File: src/pkg/dcc_pkg.sv
// Contract
// - view select picks comparator read register
// - comparator control writes blocked while unit armed
// - bit 7 enables size check unless tagging
// - bit 6 chooses word zero byte one
// - size bits exist on comparators a, b only
// - tag clear: match advances sequencer immediately
// - tag set: trigger when tagged opcode executes
// - bit 4 match ends session, disarms unit
// - bit 4 clear: sequencer alone ends session
// - immediate breakpoint needs unit breakpoint enable
// - bit 2 enables direction check unless tagging
// - bit 3 chooses write zero read one
// - comparator a bit 1 selects data mismatch
// - data mismatch select only on comparator a
// - bit 0 enables comparator, else never matches
package dcc_pkg;

    // =====================================================================
    // register map (byte addresses)
    localparam logic [11:0] ADDR_COMP_CTRL = 12'h000;
    localparam logic [11:0] ADDR_UNIT_CTRL = 12'h004;
    localparam logic [11:0] ADDR_STATUS = 12'h008;
    localparam logic [11:0] ADDR_INT_ENABLE = 12'h00C;
    localparam logic [11:0] ADDR_INT_CLEAR = 12'h010;
    localparam logic [11:0] ADDR_COMP_DATA_A = 12'h014;

    // =====================================================================
    // comparator control fields
    localparam int BIT_SIZE_EN = 7;
    localparam int BIT_SIZE_VAL = 6;
    localparam int BIT_TAG = 5;
    localparam int BIT_SESSION_END = 4;
    localparam int BIT_DIR_VAL = 3;
    localparam int BIT_DIR_EN = 2;
    localparam int BIT_MISMATCH = 1;
    localparam int BIT_COMP_EN = 0;
    localparam logic [7:0] MASK_COMP_A = 8'hFF;
    localparam logic [7:0] MASK_COMP_B = 8'hFD;
    localparam logic [7:0] MASK_COMP_C = 8'h3D;
    localparam logic [7:0] RESET_COMP_CTRL = 8'h00;

    // =====================================================================
    // unit control fields: [1:0] view select, [4] breakpoint enable, [7] arm
    localparam int BIT_VIEW_LO = 0;
    localparam int BIT_BRK_EN = 4;
    localparam int BIT_ARM = 7;
    localparam logic [1:0] VIEW_A = 2'h0;
    localparam logic [1:0] VIEW_B = 2'h1;
    localparam logic [1:0] VIEW_C = 2'h2;

    // =====================================================================
    // status / interrupt bits
    localparam int ST_MATCH_A = 0;
    localparam int ST_MATCH_B = 1;
    localparam int ST_MATCH_C = 2;
    localparam int ST_SESSION_END = 3;
    localparam int ST_WIDTH = 4;

    // monitored cpu bus access
    typedef struct packed {
        logic valid;
        logic read;
        logic byte_size;
        logic [15:0] data;
        logic [2:0] addr_hit;
    } dcc_access_t;

endpackage

File: src/hdl/dcc_top.sv
`timescale 1ns/10ps
module dcc_top (
    // apb
    input wire logic pclk,
    input wire logic presetn,
    input wire logic psel,
    input wire logic penable,
    input wire logic pwrite,
    input wire logic [11:0] paddr,
    input wire logic [31:0] pwdata,
    output logic [31:0] prdata,
    output logic pready,
    output logic pslverr,
    // monitored bus and instruction queue
    input wire dcc_pkg::dcc_access_t access,
    input wire logic [2:0] tag_exec,
    input wire logic seq_session_end,
    // debug outputs
    output logic [2:0] seq_trigger,
    output logic [2:0] opcode_tag,
    output logic breakpoint,
    output logic trace_stop,
    output logic armed,
    output logic irq
);

    // =====================================================================
    // state
    logic [7:0] ctrl [3];
    logic [7:0] unit_ctrl;
    logic [15:0] data_a;
    logic [dcc_pkg::ST_WIDTH-1:0] status;
    logic [dcc_pkg::ST_WIDTH-1:0] int_en;
    logic [2:0] match;
    logic [2:0] imm_end;
    logic session_end;
    logic wr;
    logic [1:0] view;
    logic [7:0] comp_mask [3];

    assign comp_mask[0] = dcc_pkg::MASK_COMP_A;
    assign comp_mask[1] = dcc_pkg::MASK_COMP_B;
    assign comp_mask[2] = dcc_pkg::MASK_COMP_C;
    assign wr = psel && penable && pwrite;
    assign view = unit_ctrl[dcc_pkg::BIT_VIEW_LO +: 2];
    assign pready = 1'b1;
    assign pslverr = 1'b0;
    assign armed = unit_ctrl[dcc_pkg::BIT_ARM];

    // =====================================================================
    // match qualification
    always_comb begin
        for (int i = 0; i < 3; i++) begin
            logic [7:0] c;
            logic ok;
            c = ctrl[i];
            ok = access.valid && access.addr_hit[i];
            if (!c[dcc_pkg::BIT_TAG]) begin
                if (c[dcc_pkg::BIT_SIZE_EN] &&
                    (c[dcc_pkg::BIT_SIZE_VAL] != access.byte_size)) begin
                    ok = 1'b0;
                end
                if (c[dcc_pkg::BIT_DIR_EN] &&
                    (c[dcc_pkg::BIT_DIR_VAL] != access.read)) begin
                    ok = 1'b0;
                end
                if (i == 0) begin
                    if (c[dcc_pkg::BIT_MISMATCH] == (access.data == data_a)) begin
                        ok = 1'b0;
                    end
                end
            end
            match[i] = ok && c[dcc_pkg::BIT_COMP_EN];
        end
    end

    // =====================================================================
    // sequencer triggers, tagging, session end
    always_comb begin
        for (int i = 0; i < 3; i++) begin
            seq_trigger[i] = ctrl[i][dcc_pkg::BIT_TAG]
                ? (tag_exec[i] && ctrl[i][dcc_pkg::BIT_COMP_EN])
                : match[i];
            opcode_tag[i] = match[i] && ctrl[i][dcc_pkg::BIT_TAG];
            imm_end[i] = armed && seq_trigger[i] && ctrl[i][dcc_pkg::BIT_SESSION_END];
        end
    end
    assign session_end = armed && ((|imm_end) || seq_session_end);
    assign breakpoint = session_end && unit_ctrl[dcc_pkg::BIT_BRK_EN];
    assign trace_stop = session_end;

    // =====================================================================
    // comparator control registers
    always_ff @(posedge pclk or negedge presetn) begin
        if (!presetn) begin
            for (int i = 0; i < 3; i++) begin
                ctrl[i] <= dcc_pkg::RESET_COMP_CTRL;
            end
        end else if (wr && paddr == dcc_pkg::ADDR_COMP_CTRL && !armed) begin
            for (int i = 0; i < 3; i++) begin
                if (view == 2'(i)) begin
                    ctrl[i] <= pwdata[7:0] & comp_mask[i];
                end
            end
        end
    end

    // =====================================================================
    // unit control, data value
    always_ff @(posedge pclk or negedge presetn) begin
        if (!presetn) begin
            unit_ctrl <= 8'h00;
        end else if (session_end) begin
            unit_ctrl[dcc_pkg::BIT_ARM] <= 1'b0;
        end else if (wr && paddr == dcc_pkg::ADDR_UNIT_CTRL) begin
            unit_ctrl <= pwdata[7:0];
        end
    end

    always_ff @(posedge pclk or negedge presetn) begin
        if (!presetn) begin
            data_a <= 16'h0000;
        end else if (wr && paddr == dcc_pkg::ADDR_COMP_DATA_A && !armed) begin
            data_a <= pwdata[15:0];
        end
    end

    // =====================================================================
    // interrupts
    always_ff @(posedge pclk or negedge presetn) begin
        if (!presetn) begin
            int_en <= '0;
        end else if (wr && paddr == dcc_pkg::ADDR_INT_ENABLE) begin
            int_en <= pwdata[dcc_pkg::ST_WIDTH-1:0];
        end
    end

    always_ff @(posedge pclk or negedge presetn) begin
        if (!presetn) begin
            status <= '0;
        end else begin
            // set wins over clear
            status <= (status & ~((wr && paddr == dcc_pkg::ADDR_INT_CLEAR)
                      ? pwdata[dcc_pkg::ST_WIDTH-1:0] : '0))
                      | {session_end, seq_trigger};
        end
    end
    assign irq = |(status & int_en);

    // =====================================================================
    // read data
    always_ff @(posedge pclk or negedge presetn) begin
        if (!presetn) begin
            prdata <= 32'h0000_0000;
        end else if (psel && !penable && !pwrite) begin
            case (paddr)
                dcc_pkg::ADDR_COMP_CTRL: begin
                    case (view)
                        dcc_pkg::VIEW_A: prdata <= {24'h0, ctrl[0]};
                        dcc_pkg::VIEW_B: prdata <= {24'h0, ctrl[1]};
                        dcc_pkg::VIEW_C: prdata <= {24'h0, ctrl[2]};
                        default: prdata <= 32'h0;
                    endcase
                end
                dcc_pkg::ADDR_UNIT_CTRL: prdata <= {24'h0, unit_ctrl};
                dcc_pkg::ADDR_STATUS: prdata <= {28'h0, status};
                dcc_pkg::ADDR_INT_ENABLE: prdata <= {28'h0, int_en};
                dcc_pkg::ADDR_COMP_DATA_A: prdata <= {16'h0, data_a};
                default: prdata <= 32'h0;
            endcase
        end
    end

endmodule // dcc_top

File: config.mk
export PLATFORM = sky130hd
export DESIGN_NAME = dcc_top
export DESIGN_NICKNAME = d
export VERILOG_FILES = /design/src/pkg/dcc_pkg.sv /design/src/hdl/dcc_top.sv
export SDC_FILE = /design/constraint.sdc
export NUM_CORES = 1
export LEC_CHECK = 0
export BUFFER_PORTS_ARGS = -buffer_cell sky130_fd_sc_hd__clkbuf_2
export CAP_MARGIN = 20
export CORE_ASPECT_RATIO = 0.7
export CORE_UTILIZATION = 51
export DETAILED_ROUTE_END_ITERATION = 8
export PLACE_DENSITY_LB_ADDON = 0.08
export SLEW_MARGIN = 20
export SYNTH_ARGS = -nofsm -noshare
export SYNTH_HDL_FRONTEND = slang
export SYNTH_SLANG_ARGS = --single-unit
export TNS_END_PERCENT = 1
File: constraint.sdc
create_clock -name pclk -period 2.75 [get_ports pclk]
set_clock_uncertainty 0.05 [all_clocks]
set_input_delay 0.1375 -clock pclk [delete_from_list [all_inputs] [get_ports pclk]]
set_output_delay 0.1375 -clock pclk [all_outputs]
set_load 0.02 [all_outputs]
## Word level (Yosys, flattened, before mapping)

Index checks and enable logic that the tools add are counted.

| word-level totals | value |
|---|---|
| bits in registers | 84 |
| input port bits | 75 |
| logic and storage cells | 94 |

| cells by class | value |
|---|---|
| reductions and logical operators | 49 |
| equal/unequal tests | 14 |
| mux-type cells | 17 |
| bitwise logic cells | 5 |

Operators with widths:

| kind | number |
|---|---|
| $pmux 32 s5 | 1 |
| $logic_and 1x1->1 | 36 |
| $eq 12x4->1 const B | 2 |
| $eq 12x5->1 const B | 2 |
| $pmux 8 s3 | 1 |
| $eq 16x16->1 | 1 |
| $mux 1 | 13 |
| $eq 12x3->1 const B | 1 |
| $logic_not 12->1 | 1 |
| $and 4x4->4 | 2 |
| $mux 8 | 1 |
| $reduce_and 2->1 | 4 |
| $ne 1x1->1 | 5 |
| $mux 4 | 1 |
| $not 4->4 | 1 |
| $or 4x4->4 | 1 |
| $reduce_or 4->1 | 1 |
| $logic_not 1->1 | 3 |
| $reduce_or 3->1 | 1 |
| $eq 2x1->1 const B | 1 |
| $eq 2x2->1 const B | 1 |
| $logic_not 2->1 | 1 |
| $reduce_bool 2->1 | 1 |
| $eq 1x1->1 | 1 |
| 2 further kinds | 2 |

## Logic depth before layout (Yosys ltp)

| logic depth | value |
|---|---|
| depth after elaboration | 15 |
| depth in mapped cells | 7 |
| depth with buffers taken out | 6 |

## Worst setup path after synthesis

OpenSTA, ideal clock, no wires.

| timing path | value |
|---|---|
| path kind | input-to-reg |
| from | input port paddr[9] |
| to | register unit_ctrl[0] |
| setup time | 0.125 ns |
| data required time | 2.575 ns |
| cell stages on the path | 7 |
| path buffers | 1 |
| setup slack | 0.097 ns |
| data arrival time | 2.478 ns |
| path through | or4_4 > or2_1 > clkbuf_2 > or4_4 > nand4b_4 > o32ai_4 > mux2_2 |

| on the way | value |
|---|---|
| word-level cells in the longest chain between the ends | 3 |

RTL lines:

| element | RTL line | RTL |
|---|---|---|
| start, declared | dcc_top.sv:9 | `input wire logic [11:0] paddr,` |
| $eq 12x3->1 | dcc_top.sv:115 | `end else if (wr && paddr == dcc_pkg::ADDR_UNIT_CTRL) begin` |
| $logic_and 1x1->1 | dcc_top.sv:115 |  |
| $reduce_and 2->1 (no line) | - |  |
| end signal, assigned | dcc_top.sv:116 | `unit_ctrl <= pwdata[7:0];` |
| end, declared | dcc_top.sv:30 | `logic [7:0] unit_ctrl;` |

No other way between the ends.
A chain may end at the register's enable or synchronous reset.

## Worst setup path after layout

| timing path | value |
|---|---|
| from | register data_a[5] |
| to | output port breakpoint |

| on the way | value |
|---|---|
| word-level cells in the longest chain between the ends | 12 |

RTL lines:

| element | RTL line | RTL |
|---|---|---|
| start, declared | dcc_top.sv:31 | `logic [15:0] data_a;` |
| start signal, assigned | dcc_top.sv:124 | `data_a <= pwdata[15:0];` |
| $eq 16x16->1 | dcc_top.sv:68 | `if (c[dcc_pkg::BIT_MISMATCH] == (access.data == data_a)) begin` |
| $eq 1x1->1 | dcc_top.sv:68 |  |
| $mux 1 | dcc_top.sv:68 |  |
| $mux 1 | dcc_top.sv:58 | `if (!c[dcc_pkg::BIT_TAG]) begin` |
| $logic_and 1x1->1 | dcc_top.sv:73 | `match[i] = ok && c[dcc_pkg::BIT_COMP_EN];` |
| $mux 1 | dcc_top.sv:82 | `? (tag_exec[i] && ctrl[i][dcc_pkg::BIT_COMP_EN])` |
| $logic_and 1x1->1 (2 in a row) | dcc_top.sv:85 | `imm_end[i] = armed && seq_trigger[i] && ctrl[i][dcc_pkg::BIT_SESSION_END];` |
| $reduce_or 3->1 | dcc_top.sv:88 | `assign session_end = armed && ((\|imm_end) \|\| seq_session_end);` |
| $logic_or 1x1->1 | dcc_top.sv:88 |  |
| $logic_and 1x1->1 | dcc_top.sv:88 |  |
| $logic_and 1x1->1 | dcc_top.sv:89 | `assign breakpoint = session_end && unit_ctrl[dcc_pkg::BIT_BRK_EN];` |
| end, declared | dcc_top.sv:21 | `output logic breakpoint,` |

No other way between the ends.

==> impl_metrics.py <==
metrics = {
    "synth": {
        "synth_top_cell_area_share": 0.463,
        "async_reset_ff_frac": 1.00,
        "synth_edf_count": 0,
        "syn_area_um2": 3670,
        "yosysUniqueCellTypes": 53,
        "synth_flop_cell": "dfrtp_1",
        "ys_seq_area_frac": 0.463,
        "syn_inst": 326,
        "yosys-top-cells-area": "dfrtp_1, mux2_2, nand2_1",
        "yosys.area.top_type": "dfrtp_1",
        "yosysWarningCount": 0,
        "avgSynthCellArea_um2": 11.3,
        "synth.ff_latch_count": 68,
    },
    "finish": {
        "fin_cells": 532,
        "nFillCells": 577,
        "fin_nets": 510,
        "diodes": 0,
        "fin_area_um2": 4500,
        "area_growth_pct": 22.4,
        "layout-drive-gt1-share": 0.406,
    },
    "critical_path": {
        "crit_slowest_cell": "dfrtp_1",
        "crit_path_cell_trace": "xnor2_1 > nand4_1 > nor4_2 > buf_4 > mux2i_1 > a21boi_2 > and2_1 > clkbuf_2",
        "r2r-end": "unit_ctrl[2]",
        "path_class": "reg -> out",
        "path_buf_inv": 2,
        "cp.required_ns": 2.56,
        "cp.arrival_ns": 2.44,
        "rr_startpoint": "data_a[5]",
        "cp.depth": 8,
        "critPathLaunchType": "flip-flop",
        "slowest_delay_ns": 0.42,
        "setup.worst_path.end_class": "output port",
        "critPathMaxFanout": 4,
        "critPathTopFamily": "simple AND/OR/NAND/NOR gates",
        "worst-r2r-cell-count": 8,
        "reg2reg_slack_ns": 0.15,
    },
    "drt": {
        "drtIter0Drc": 115,
        "via_per_inst": 5.40,
        "ant_nets": 0,
        "wire_per_inst_um": 16.8,
        "via_count": 2872,
        "dr.pass1.iters": 4,
        "drc": 0,
        "postRouteWirelength_um": 8940,
    },
    "place": {
        "placed_area_um2": 4220,
        "gp_congestion": 0.823,
        "dp_cells": 508,
        "io_buffers": 84,
        "place_ws_ns": 0.00278,
        "hpwl_um": 6560,
    },
    "timing": {
        "final_hold_viol_count": 0,
        "period_needed_ns": 2.63,
        "slew_headroom": 0.535,
        "period_share": 0.957,
        "fin_setup_tns_ns": 0,
        "fmax_mhz": 380,
        "drv_slew": 0,
        "fin_ws_ns": 0.118,
        "tightestPinTransition_ns": 0.692,
        "grt_setup_unrepaired": "no",
        "setup_viol": 0,
        "finalHoldWorstSlack_ns": 0.0489,
    },
    "floorplanning": {
        "die_area_um2": 7550,
        "start_util": 0.536,
        "die_x_um": 103,
        "fp-row-count": 25,
        "core-area_um2": 6850,
        "fp.dieH_um": 73.0,
        "ios": 119,
    },
    "clock_tree": {
        "clock_latency_ns": 0.34,
        "cts-root-buf": "clkbuf_8",
        "path_clk_slew_ns": 0.07,
        "cts_tree": "yes",
        "h-tree-depth": 3,
        "cts.sinks": 68,
        "cts_max_path_buffers": 2,
        "numCtsBuffers": 9,
    },
    "global_route": {
        "grtUsageTotal": 0.251,
        "grt_max_degree": 69,
        "gr-total-overflow": 0,
        "antenna_found_initial": 0,
        "grt_pass1_wl_um": 13700,
        "grt_pass1_vias": 2640,
    },
    "power": {
        "powerDensity_nw_per_um2": 420,
        "vdd_drop_max_mv": 0.230,
        "p_leak_uw": 0.00217,
    },
    "worst_hold_path": {
        "min_path_type": "in -> reg",
        "hp-start": "pwdata[6]",
        "hold-path-cell-count": 2,
        "whs_endpoint": "data_a[6]",
    },
    "outcome": {
        "status": "finished, final reports clean",
    },
    "flow_run": {
        "cap_viol_max_count": 0,
    },
}
kinds of logic (layout without fill, tap and decap cells):
| family | count (synthesis) | after routing | synth area share |
|---|---|---|---|
| AO/OA/AOI/OAI | 53 | 53 | 0.101 |
| XOR/XNOR | 21 | 21 | 0.0500 |
| buffers and inverters | 32 | 128 | 0.0579 |
| flip-flops | 68 | 68 | 0.463 |
| multiplexers | 60 | 60 | 0.180 |
| other | 2 | 18 | 0.00204 |
| AND/OR/NAND/NOR | 90 | 90 | 0.146 |
per-stage QoR:
stage	total power [uW]	utilization
floorplan	1120	-
global placement	1200	0.616
detailed placement	1200	0.616
CTS	1900	0.652
global route	1960	0.657
finish	1890	0.657
flip-flops by register name, indices dropped and copies added, names as in the netlist:
signal and cells:
ctrl 20, data_a 16, int_en 4, prdata 16
status 4, unit_ctrl 8
cells in the mapped netlist, types with 2 or more instances:
library cell / number
dfrtp_1: 68
mux2_2: 48
nand2_1: 40
o21ai_0: 22
buf_4: 18
xnor2_1: 17
mux2i_1: 12
nor2_1: 8
a221oi_1: 6
nand4_1: 6
clkbuf_1: 5
a21o_1: 4
a21oi_1: 4
and4_1: 4
inv_1: 4
o2bb2ai_1: 4
xor2_1: 4
buf_6: 3
nand3_1: 3
nor3_1: 3
nor4_1: 3
a211oi_1: 2
a22o_1: 2
a22oi_1: 2
a31oi_1: 2
conb_1: 2
nand4b_1: 2
nor4_4: 2
or4_4: 2
report_power, final:
group,switching [uW],leakage (uW),internal [uW]
logic,107,0.00114,67.4
clock network,361,0.0000848,337
registers,13.1,0.000946,1010
what timing repair did:
item                                    in CTS  in global routing
pin swaps                                    1                  2
gates resized for setup                      2                  2
endpoints found under the setup margin       5                  8
hold buffers                                 9                  0
hold endpoints to repair                    76                  0
buffers inserted                             0                  1
metal layers:
layer | global-route usage | up-vias | wire length (um)
li1 | - | 1359 | -
met1 | 0.378 | 1406 | 4430
met2 | 0.363 | 100 | 3830
met3 | 0.0642 | 7 | 605
met4 | 0.0532 | 0 | 76
met5 | 0 | - | 0
area by class of cell:
class / instances / area, um2 / share of cell area
multi-input combinational: 242 / 1850 / 0.410
sequential: 68 / 1700 / 0.378
timing repair buffer: 110 / 663 / 0.147
clock buffer: 11 / 141 / 0.0314
tap: 94 / 118 / 0.0261
clock inverter: 3 / 15.0 / 0.00334
inverter: 4 / 15.0 / 0.00334
worst max path at each step:
stage	from	endpoint	slack [ns]
floorplan	paddr[9]	unit_ctrl[0]	0.1
global placement	paddr[9]	unit_ctrl[6]	0.07
detailed placement	paddr[9]	unit_ctrl[6]	0.003
CTS	data_a[6]	unit_ctrl[6]	0.05
global route	ctrl[5]	breakpoint	0.03
finish	data_a[5]	breakpoint	0.12
placed cells by master, fill, tap and decap left out, drive strengths merged, types with 6 or more instances in the layout:
master,netlist,layout
mux2i,12,12
dlygate4sd3,0,9
dfrtp,68,68
xnor2,17,17
o21ai,22,22
conb,2,18
buf,22,18
mux2,48,48
clkbuf,6,94
nand2,40,40
a221oi,6,6
nor2,8,8
nand4,6,6
nor4,6,6
No activity file was read; power rests on OpenSTA's default activity.
